<file path="config.mk">
export PLATFORM = sky130hd
export DESIGN_NAME = pcd_top
export DESIGN_NICKNAME = d
export VERILOG_FILES = /design/src/pcd_pkg.sv /design/src/pcd_divider.sv /design/src/pcd_top.sv
export SDC_FILE = /design/constraint.sdc
export NUM_CORES = 1
export LEC_CHECK = 0
export ABC_AREA = 1
export BUFFER_PORTS_ARGS = -buffer_cell sky130_fd_sc_hd__clkbuf_2
export CAP_MARGIN = 20
export CORE_MARGIN = 4
export CORE_UTILIZATION = 47
export DETAILED_ROUTE_END_ITERATION = 8
export GPL_TIMING_DRIVEN = 0
export PLACE_DENSITY = 0.8
export SYNTH_ARGS = -nofsm -noshare
export SYNTH_HDL_FRONTEND = slang
export SYNTH_SLANG_ARGS = --single-unit
</file>
<file path="constraint.sdc">
create_clock -name clk_i -period 1.97 [get_ports clk_i]
set_input_delay 0.0985 -clock clk_i [delete_from_list [all_inputs] [get_ports clk_i]]
set_output_delay 0.0985 -clock clk_i [all_outputs]
set_load 0.01 [all_outputs]
</file>
<file path="src/pcd_pkg.sv">
package pcd_pkg;

  // Bus clock rate and period
  localparam int unsigned CLK_HZ = 200000000;
  localparam int unsigned CLK_PERIOD_NS = 5;

  // Allowed band of the state machine timing clock
  localparam int unsigned SM_CLK_MIN_HZ = 150000;
  localparam int unsigned SM_CLK_MAX_HZ = 200000;

  // Modulus stage limit and prescale ratio
  localparam int unsigned DIV_RATIO_MAX = 64;
  localparam int unsigned PRESCALE_RATIO = 8;

  // Highest bus clock the modulus stage serves alone
  localparam int unsigned DIRECT_MAX_BUS_HZ = SM_CLK_MAX_HZ * DIV_RATIO_MAX;

  // Register indices; byte address is four times the index
  localparam logic [13:0] IDX_DIVIDER = 14'h1820;
  localparam logic [13:0] IDX_OPTIONS = 14'h1821;
  localparam logic [13:0] IDX_RESERVED = 14'h1822;
  localparam logic [13:0] IDX_CONFIG = 14'h1823;
  localparam logic [13:0] IDX_PROTECT = 14'h1824;
  localparam logic [13:0] IDX_STATUS = 14'h1825;
  localparam logic [13:0] IDX_COMMAND = 14'h1826;
  localparam int unsigned NUM_REGS = 7;

  // Divider register field positions
  localparam int unsigned DIV_LSB = 0;
  localparam int unsigned DIV_W = 6;
  localparam int unsigned PRESCALE_BIT = 6;
  localparam int unsigned LOADED_BIT = 7;

  // Reset values, and the last prescale count before wrap
  localparam logic [5:0] RST_DIV = 6'h00;
  localparam logic [2:0] RST_PRESCALE_CNT = 3'h0;
  localparam logic [2:0] PRESCALE_LAST = 3'h7;
  localparam logic [7:0] RST_CONFIG = 8'h00;
  localparam logic [7:0] RST_PROTECT = 8'h00;
  localparam logic [7:0] RST_COMMAND = 8'h00;
  localparam logic [31:0] RST_RDATA = 32'h0000_0000;

  // Control registers handed to the program/erase state machine
  typedef struct packed {
    logic [7:0] configuration;
    logic [7:0] protection;
    logic [7:0] command;
  } pcd_ctrl_t;

  // Write event toward the status register owner
  typedef struct packed {
    logic strobe;
    logic [7:0] data;
  } pcd_stat_wr_t;

  // Bus handshake states
  typedef enum logic [0:0] {
    PCD_BUS_IDLE = 1'b0,
    PCD_BUS_ACK = 1'b1
  } pcd_bus_state_t;

endpackage : pcd_pkg

</file>
<file path="src/pcd_divider.sv">
`timescale 1ns/1ps
`default_nettype none

// Prescaler plus modulus down-counter producing timing enables
module pcd_divider (
  input wire logic clk_i,
  input wire logic rst_i,
  input wire logic ce_i,
  input wire logic run_i,
  input wire logic prescale_i,
  input wire logic [5:0] div_i,
  output logic tick_o
);

  // Three-bit prescale counter, runs only while loaded with prescale set
  logic [2:0] pre_ff;
  logic [2:0] nxt_pre;
  // Modulus down-counter
  logic [5:0] cnt_ff;
  logic [5:0] nxt_cnt;
  // Registered output enable pulse
  logic tick_ff;
  logic nxt_tick;

  // Modulus stage advances every cycle or on prescale wrap
  wire logic pre_wrap = (pre_ff == pcd_pkg::PRESCALE_LAST);
  wire logic step = run_i & (~prescale_i | pre_wrap);
  wire logic at_zero = (cnt_ff == 6'h00);

  // divide by eight
  assign nxt_pre = (run_i & prescale_i) ? pre_ff + 3'h1 : pcd_pkg::RST_PRESCALE_CNT;
  // modulus reload on zero
  assign nxt_cnt = !step ? cnt_ff : (at_zero ? div_i : cnt_ff - 6'h01);
  // one-cycle enable pulse
  assign nxt_tick = step & at_zero;

  // Counter state, frozen while the clock enable is low
  always_ff @(posedge clk_i) begin
    if (rst_i) begin
      pre_ff <= pcd_pkg::RST_PRESCALE_CNT;
      cnt_ff <= pcd_pkg::RST_DIV;
      tick_ff <= 1'b0;
    end else if (ce_i) begin
      pre_ff <= nxt_pre;
      cnt_ff <= nxt_cnt;
      tick_ff <= nxt_tick;
    end
  end

  assign tick_o = tick_ff;

endmodule : pcd_divider

`default_nettype wire

</file>
<file path="src/pcd_top.sv">
// Local design decision: register access over Wishbone.
`timescale 1ns/1ps
`default_nettype none

// What this block does
// Seven byte registers at consecutive bus addresses.
// Software loads divider before any operation.
// Bus clock divided toward 150-200 kHz.
// Six-bit field divides by value plus one.
// Above 12.8 MHz, prescaler must be used.
// Prescale bit inserts divide-by-eight stage.
// Software computes divider, sets bit six.
// Top bit read-only, shows divider written.
// Any divider write sets loaded flag.
// Only first divider write after reset counts.
// Zero count pulses enable, reloads counter.
module pcd_top (
  // Bus clock and synchronous reset
  input wire logic clk_i,
  input wire logic rst_i,
  // Freezes all state while low
  input wire logic ce_i,
  // Classic Wishbone slave
  input wire logic wb_cyc_i,
  input wire logic wb_stb_i,
  input wire logic wb_we_i,
  input wire logic [15:0] wb_adr_i,
  input wire logic [3:0] wb_sel_i,
  input wire logic [31:0] wb_dat_i,
  output logic [31:0] wb_dat_o,
  output logic wb_ack_o,
  // Option byte from the nonvolatile option store
  input wire logic [7:0] nvm_options_i,
  // Status byte kept by the program/erase state machine
  input wire logic [7:0] nvm_status_i,
  // Status write event toward the state machine
  output var pcd_pkg::pcd_stat_wr_t nvm_status_wr_o,
  // Configuration, protection and command bytes
  output var pcd_pkg::pcd_ctrl_t nvm_ctrl_o,
  // Divider loaded indication
  output logic divider_loaded_flag_o,
  // One-cycle timing enable for the state machine
  output logic state_machine_clock_en_o
);

  // Decode of a word address against a register index
  function automatic logic reg_hit(
    input logic [15:0] adr,
    input logic [13:0] idx
  );
    reg_hit = (adr[15:2] == idx);
  endfunction : reg_hit

  // Register index table, in read-mux order
  localparam logic [13:0] IDX_TABLE [pcd_pkg::NUM_REGS] = '{
    pcd_pkg::IDX_DIVIDER,
    pcd_pkg::IDX_OPTIONS,
    pcd_pkg::IDX_RESERVED,
    pcd_pkg::IDX_CONFIG,
    pcd_pkg::IDX_PROTECT,
    pcd_pkg::IDX_STATUS,
    pcd_pkg::IDX_COMMAND
  };

  // Handshake state
  pcd_pkg::pcd_bus_state_t bus_ff;
  pcd_pkg::pcd_bus_state_t nxt_bus;

  // Divider field, prescale enable and loaded flag
  logic [5:0] div_ff;
  logic prescale_by_eight_enable_ff;
  logic divider_loaded_flag_ff;

  // Plain read/write control bytes
  logic [7:0] cfg_ff;
  logic [7:0] prot_ff;
  logic [7:0] cmd_ff;

  // Registered read data and status write event
  logic [31:0] rdata_ff;
  logic [31:0] nxt_rdata;
  pcd_pkg::pcd_stat_wr_t stat_wr_ff;
  pcd_pkg::pcd_stat_wr_t nxt_stat_wr;

  // A request is seen while idle; it completes in the ack state
  wire logic req = wb_cyc_i & wb_stb_i;
  wire logic accept = req & (bus_ff == pcd_pkg::PCD_BUS_IDLE);
  wire logic finish = req & (bus_ff == pcd_pkg::PCD_BUS_ACK);

  // Writes land only on the low byte lane, at the completing edge
  wire logic wr_lane = finish & wb_we_i & wb_sel_i[0];
  wire logic [7:0] wbyte = wb_dat_i[7:0];

  // One-hot hit vector over the register table
  logic [pcd_pkg::NUM_REGS-1:0] hit;
  // Current byte value of each register as read
  logic [7:0] reg_val [pcd_pkg::NUM_REGS];
  // Per-register read terms, zero when not selected
  logic [7:0] rd_term [pcd_pkg::NUM_REGS];

  // consecutive register decode
  genvar gi;
  generate
    for (gi = 0; gi < pcd_pkg::NUM_REGS; gi++) begin : g_dec
      assign hit[gi] = reg_hit(wb_adr_i, IDX_TABLE[gi]);
      assign rd_term[gi] = hit[gi] ? reg_val[gi] : 8'h00;
    end
  endgenerate

  // Named strobes for the writable registers
  wire logic wr_div = wr_lane & reg_hit(wb_adr_i, pcd_pkg::IDX_DIVIDER);
  wire logic wr_cfg = wr_lane & hit[3];
  wire logic wr_prot = wr_lane & hit[4];
  wire logic wr_stat = wr_lane & hit[5];
  wire logic wr_cmd = wr_lane & hit[6];

  // loaded flag sits in the top bit, read-only
  assign reg_val[0] = {divider_loaded_flag_ff, prescale_by_eight_enable_ff, div_ff};
  // Options come straight from the option store
  assign reg_val[1] = nvm_options_i;
  // Reserved slot always reads zero
  assign reg_val[2] = 8'h00;
  assign reg_val[3] = cfg_ff;
  assign reg_val[4] = prot_ff;
  // Status is owned by the state machine side
  assign reg_val[5] = nvm_status_i;
  assign reg_val[6] = cmd_ff;

  // Read mux: OR of the selected term, zero for unmapped addresses
  always_comb begin
    logic [7:0] acc;
    acc = 8'h00;
    for (int i = 0; i < pcd_pkg::NUM_REGS; i++) begin
      acc = acc | rd_term[i];
    end
    nxt_rdata = {24'h000000, acc};
  end

  // Handshake: ack one cycle after the request, then idle again
  always_comb begin
    case (bus_ff)
      pcd_pkg::PCD_BUS_IDLE: begin
        nxt_bus = accept ? pcd_pkg::PCD_BUS_ACK : pcd_pkg::PCD_BUS_IDLE;
      end
      pcd_pkg::PCD_BUS_ACK: begin
        nxt_bus = pcd_pkg::PCD_BUS_IDLE;
      end
      default: begin
        nxt_bus = pcd_pkg::PCD_BUS_IDLE;
      end
    endcase
  end

  // Bus state and read data capture
  always_ff @(posedge clk_i) begin
    if (rst_i) begin
      bus_ff <= pcd_pkg::PCD_BUS_IDLE;
      rdata_ff <= pcd_pkg::RST_RDATA;
    end else if (ce_i) begin
      bus_ff <= nxt_bus;
      // Data is sampled while idle so it is stable during ack
      if (accept) begin
        rdata_ff <= nxt_rdata;
      end
    end
  end

  // Ack is the handshake state gated by the request; it drops the cycle after
  assign wb_ack_o = (bus_ff == pcd_pkg::PCD_BUS_ACK) & req;
  assign wb_dat_o = rdata_ff;

  // Divider register: first write after reset wins
  always_ff @(posedge clk_i) begin
    if (rst_i) begin
      div_ff <= pcd_pkg::RST_DIV;
      prescale_by_eight_enable_ff <= 1'b0;
    // later writes ignored
    end else if (ce_i && wr_div && !divider_loaded_flag_ff) begin
      div_ff <= wbyte[pcd_pkg::DIV_LSB +: pcd_pkg::DIV_W];
      // fast bus prescaler
      // prescale enable latched
      prescale_by_eight_enable_ff <= wbyte[pcd_pkg::PRESCALE_BIT];
    end
  end

  // Loaded flag: set by any accepted divider write, cleared by reset only
  always_ff @(posedge clk_i) begin
    if (rst_i) begin
      divider_loaded_flag_ff <= 1'b0;
    // set regardless of value
    end else if (ce_i && wr_div) begin
      divider_loaded_flag_ff <= 1'b1;
    end
  end

  // Ordinary control bytes, stored as written
  always_ff @(posedge clk_i) begin
    if (rst_i) begin
      cfg_ff <= pcd_pkg::RST_CONFIG;
      prot_ff <= pcd_pkg::RST_PROTECT;
      cmd_ff <= pcd_pkg::RST_COMMAND;
    end else if (ce_i) begin
      if (wr_cfg) begin
        cfg_ff <= wbyte;
      end
      if (wr_prot) begin
        prot_ff <= wbyte;
      end
      if (wr_cmd) begin
        cmd_ff <= wbyte;
      end
    end
  end

  // Status writes are passed on as a one-cycle event; the flags
  // themselves live with the state machine, which applies them
  // One assignment for the whole struct keeps a single driver
  assign nxt_stat_wr = {wr_stat, (wr_stat ? wbyte : stat_wr_ff.data)};

  // Status write event register
  always_ff @(posedge clk_i) begin
    if (rst_i) begin
      stat_wr_ff <= '0;
    end else if (ce_i) begin
      stat_wr_ff <= nxt_stat_wr;
    end
  end

  assign nvm_status_wr_o = stat_wr_ff;
  // Field order follows the struct: configuration, protection, command
  assign nvm_ctrl_o = {cfg_ff, prot_ff, cmd_ff};
  assign divider_loaded_flag_o = divider_loaded_flag_ff;

  // chain idles until loaded
  // chain clocked by bus clock
  // The chain sees the bus clock only; picking a legal ratio for the
  // actual bus rate is left to software, the hardware never checks it
  pcd_divider u_divider (
    .clk_i(clk_i),
    .rst_i(rst_i),
    .ce_i(ce_i),
    .run_i(divider_loaded_flag_ff),
    .prescale_i(prescale_by_eight_enable_ff),
    .div_i(div_ff),
    .tick_o(state_machine_clock_en_o)
  );

endmodule : pcd_top

`default_nettype wire
</file>
==> summary.md <==
| Metric | Value |
|---|---|
| Hold WC Path Type | `input pin to flip-flop` |
| Worst-margin pin slew | `0.733 ns` |
| Distinct cells, synth | `27` |
| Skew final | `0.00452 ns` |
| Fraction of layout instances using a drive strength above 1 | `0.265` |
| Power density over cell area | `686 nW/um^2` |
| DIE AREA | `7950 sq um` |
| Final period util | `0.882` |
| Post-route worst setup slack | `0.232 ns` |
| Synth area leaders | `dfxtp_1 (39%), a21oi_1 (8.2%), nor2_1 (7.6%), nand3_1 (7.6%), o21ai_0 (7.0%)` |
| Sequential area share after synthesis | `0.388` |
| Initial antenna violation count | `0` |
| Initial Util | `0.485` |
| Critical path endpoint category | `flip-flop` |
| Drt initial violations | `195` |
| Via count | `3250` |
| Floorplan row count | `29` |
| Flop-to-flop setup slack | `0.23 ns` |
| Antenna Nets Post-Route | `0` |
| Port Buffers | `88` |
| Synth Warn # | `0` |
| Clock tree buffer depth | `2` |
| Fin crit period | `1.74 ns` |
| VDD IR-drop max | `0.443 mV` |
| Max Freq | `0.575 GHz` |
| Area grow syn2layout | `27.6%` |
| # resized after CTS | `0` |
| Syn Inst Count | `443` |
| Run status | `finished, final reports clean` |
| Final core occ | `0.618` |
| Final hold vios | `0` |
| CTS root buf | `clkbuf_8` |
| Most common cell after layout, fill and taps aside | `clkbuf_2` |
| Nets | `643` |
| Routed len/inst | `13.5 um` |
| Die Height | `89.2 um` |
| Hold Path Stages | `4` |
| Worst R2R Start | `bus_ff$_SDFFE_PP0P_` |
| Max Cap Viol | `0` |
| Rel. slew slack | `0.509` |
| Max Slew Vio Count | `0` |
| Critical Path AT | `1.97 ns` |
| Synth top area share | `0.388` |
| FF-to-FF path depth | `5` |
| Post-CTS Setup Repair Bufs | `0` |
| Routed wire length | `8750 um` |
| Worst hold start | `rst_i` |
| # setup viols final | `0` |
| Total Routing Usage GR | `0.227` |
| Setup CP Type | `flip-flop to flip-flop` |
| Predominant post-synthesis flop cell | `dfxtp_1` |
| Ant diodes | `0` |
| Synthesis-stage register bit count | `60` |
| # IOs | `142` |
| Clk Latency, worst-skew pair | `0.34 ns` |
| Largest net degree at the start of global routing | `12` |
| Placed cells | `631` |
| Vias in the first global route | `3068` |
| GRT overflow | `0` |
| GPL Wtd Cong | `0.882` |
| Synth Area per Inst | `6.99 sq um` |
| # fillers | `584` |
| Setup TNS | `0 ns` |
| Post-DP HPWL | `6800 um` |
| Critical-path maximum fanout | `10` |
| DRC violations left | `0` |
| Via-to-Cell Ratio | `5.02` |
| Clock sink count | `60` |
| Cts hold-fix bufs | `0` |
| First-pass GRT wire length | `13900 um` |
| Worst Setup SP | `bus_ff$_SDFFE_PP0P_` |
| CTS tree | `done` |
| FF-to-FF End | `wb_dat_o[6]$_SDFFE_PP0P_` |
| DP Worst Slack | `0.144 ns` |
| Chip Width | `89.2 um` |
| Highest-count cells in the layout ignoring fill and taps | `clkbuf_2 (88), nor2_1 (63), dfxtp_1 (60)` |
| Core box area | `6390 sq um` |
| H-tree levels | `3` |
| Largest area contributor in the netlist | `dfxtp_1` |
| First-pass DRT Iterations | `5` |
| Worst path required time | `2.21 ns` |
| Reg clk slew, reported paths | `0.07 ns` |
| Post-synth EDFFs | `0` |
| Worst Setup Start Kind | `flip-flop` |
| Netlist Area Pre-Place | `3100 sq um` |
| CTS buffer count | `9` |
| Hold endpoint | `u_divider.cnt_ff[5]$_SDFFE_PP0P_` |
| Leak pwr | `1.83 nW` |
| RSZ-0062 raised after global routing | `no` |
| Async set-or-reset flop fraction in the synthesized netlist | `0` |
| Non-filler cells, final | `647` |
==> routing by layer <==
metal,vias to the layer above,track usage,share of wire
met5,-,0,0
met4,0,0.0988,0.020
met3,19,0.0424,0.075
met2,125,0.395,0.51
met1,1453,0.273,0.40
li1,1653,-,-
==> critical path, stage by stage, from the launching register on <==
cell and delay (ns):
dfxtp_1 0.34, nor3_2 0.50, clkbuf_1 0.42, nand2_1 0.10, nor2_1 0.18, a21oi_1 0.08
==> layout make-up <==
cell class                 instances  area, sq um  area share
sequential                        60         1200       0.304
multi-input combinational        311         1530       0.387
buffer                            38          244      0.0618
clock inverter                     6         86.3      0.0219
timing repair buffer              88          440       0.112
tap                               77         96.3      0.0244
inverter                          57          214      0.0542
clock buffer                      10          138      0.0349
==> synth_stat cells, types with 6 or more instances <==
cell type / number
a21oi_1: 51
buf_2: 6
buf_4: 25
clkbuf_1: 7
dfxtp_1: 60
inv_1: 53
nand2_1: 48
nand3_1: 47
nor2_1: 63
o21ai_0: 43
o21ai_1: 9
==> state kept, by name, indices dropped and copies added (netlist names) <==
signal                       count
div_ff                           6
divider_loaded_flag_o            1
nvm_status_wr_o                  9
u_divider.cnt_ff                 6
bus_ff                           1
wb_dat_o                         8
u_divider.pre_ff                 3
prescale_by_eight_enable_ff      1
u_divider.tick_o                 1
cfg_ff                           8
cmd_ff                           8
prot_ff                          8
==> cells by family after synthesis <==
logic type,synth area share
adder cells (fa/ha/maj),0.0162
AO/OA/AOI/OAI,0.181
buffers and inverters,0.148
AND/OR/NAND/NOR,0.266
other,0.00121
flip-flops,0.388
==> where the power goes <==
group | switching (mW) | internal [mW]
Combinational | 0.135 | 0.0930
Sequential | 0.00542 | 1.22
Clock | 0.509 | 0.746
==> worst max path at each step <==
stage                                                  end  slack [ns]
after floorplan           u_divider.cnt_ff[5]$_SDFFE_PP0P_        0.43
after CTS                 u_divider.cnt_ff[5]$_SDFFE_PP0P_        0.14
after detailed placement  u_divider.cnt_ff[5]$_SDFFE_PP0P_        0.14
after global placement    u_divider.cnt_ff[5]$_SDFFE_PP0P_        0.18
final                             wb_dat_o[6]$_SDFFE_PP0P_        0.23
after global routing              wb_dat_o[6]$_SDFFE_PP0P_        0.08
==> per-stage QoR <==
step	power [mW]	cell area (sq um)	hold slack [ns]
5_1_grt	2.79	3950	0.0889
2_1_floorplan	1.38	3180	0.263
6_report	2.71	3950	0.0624
3_3_place_gp	1.47	3720	0.413
3_5_place_dp	1.47	3720	0.415
4_1_cts	2.71	3940	0.0489
Note: power is estimated with default switching activity, not from simulation.
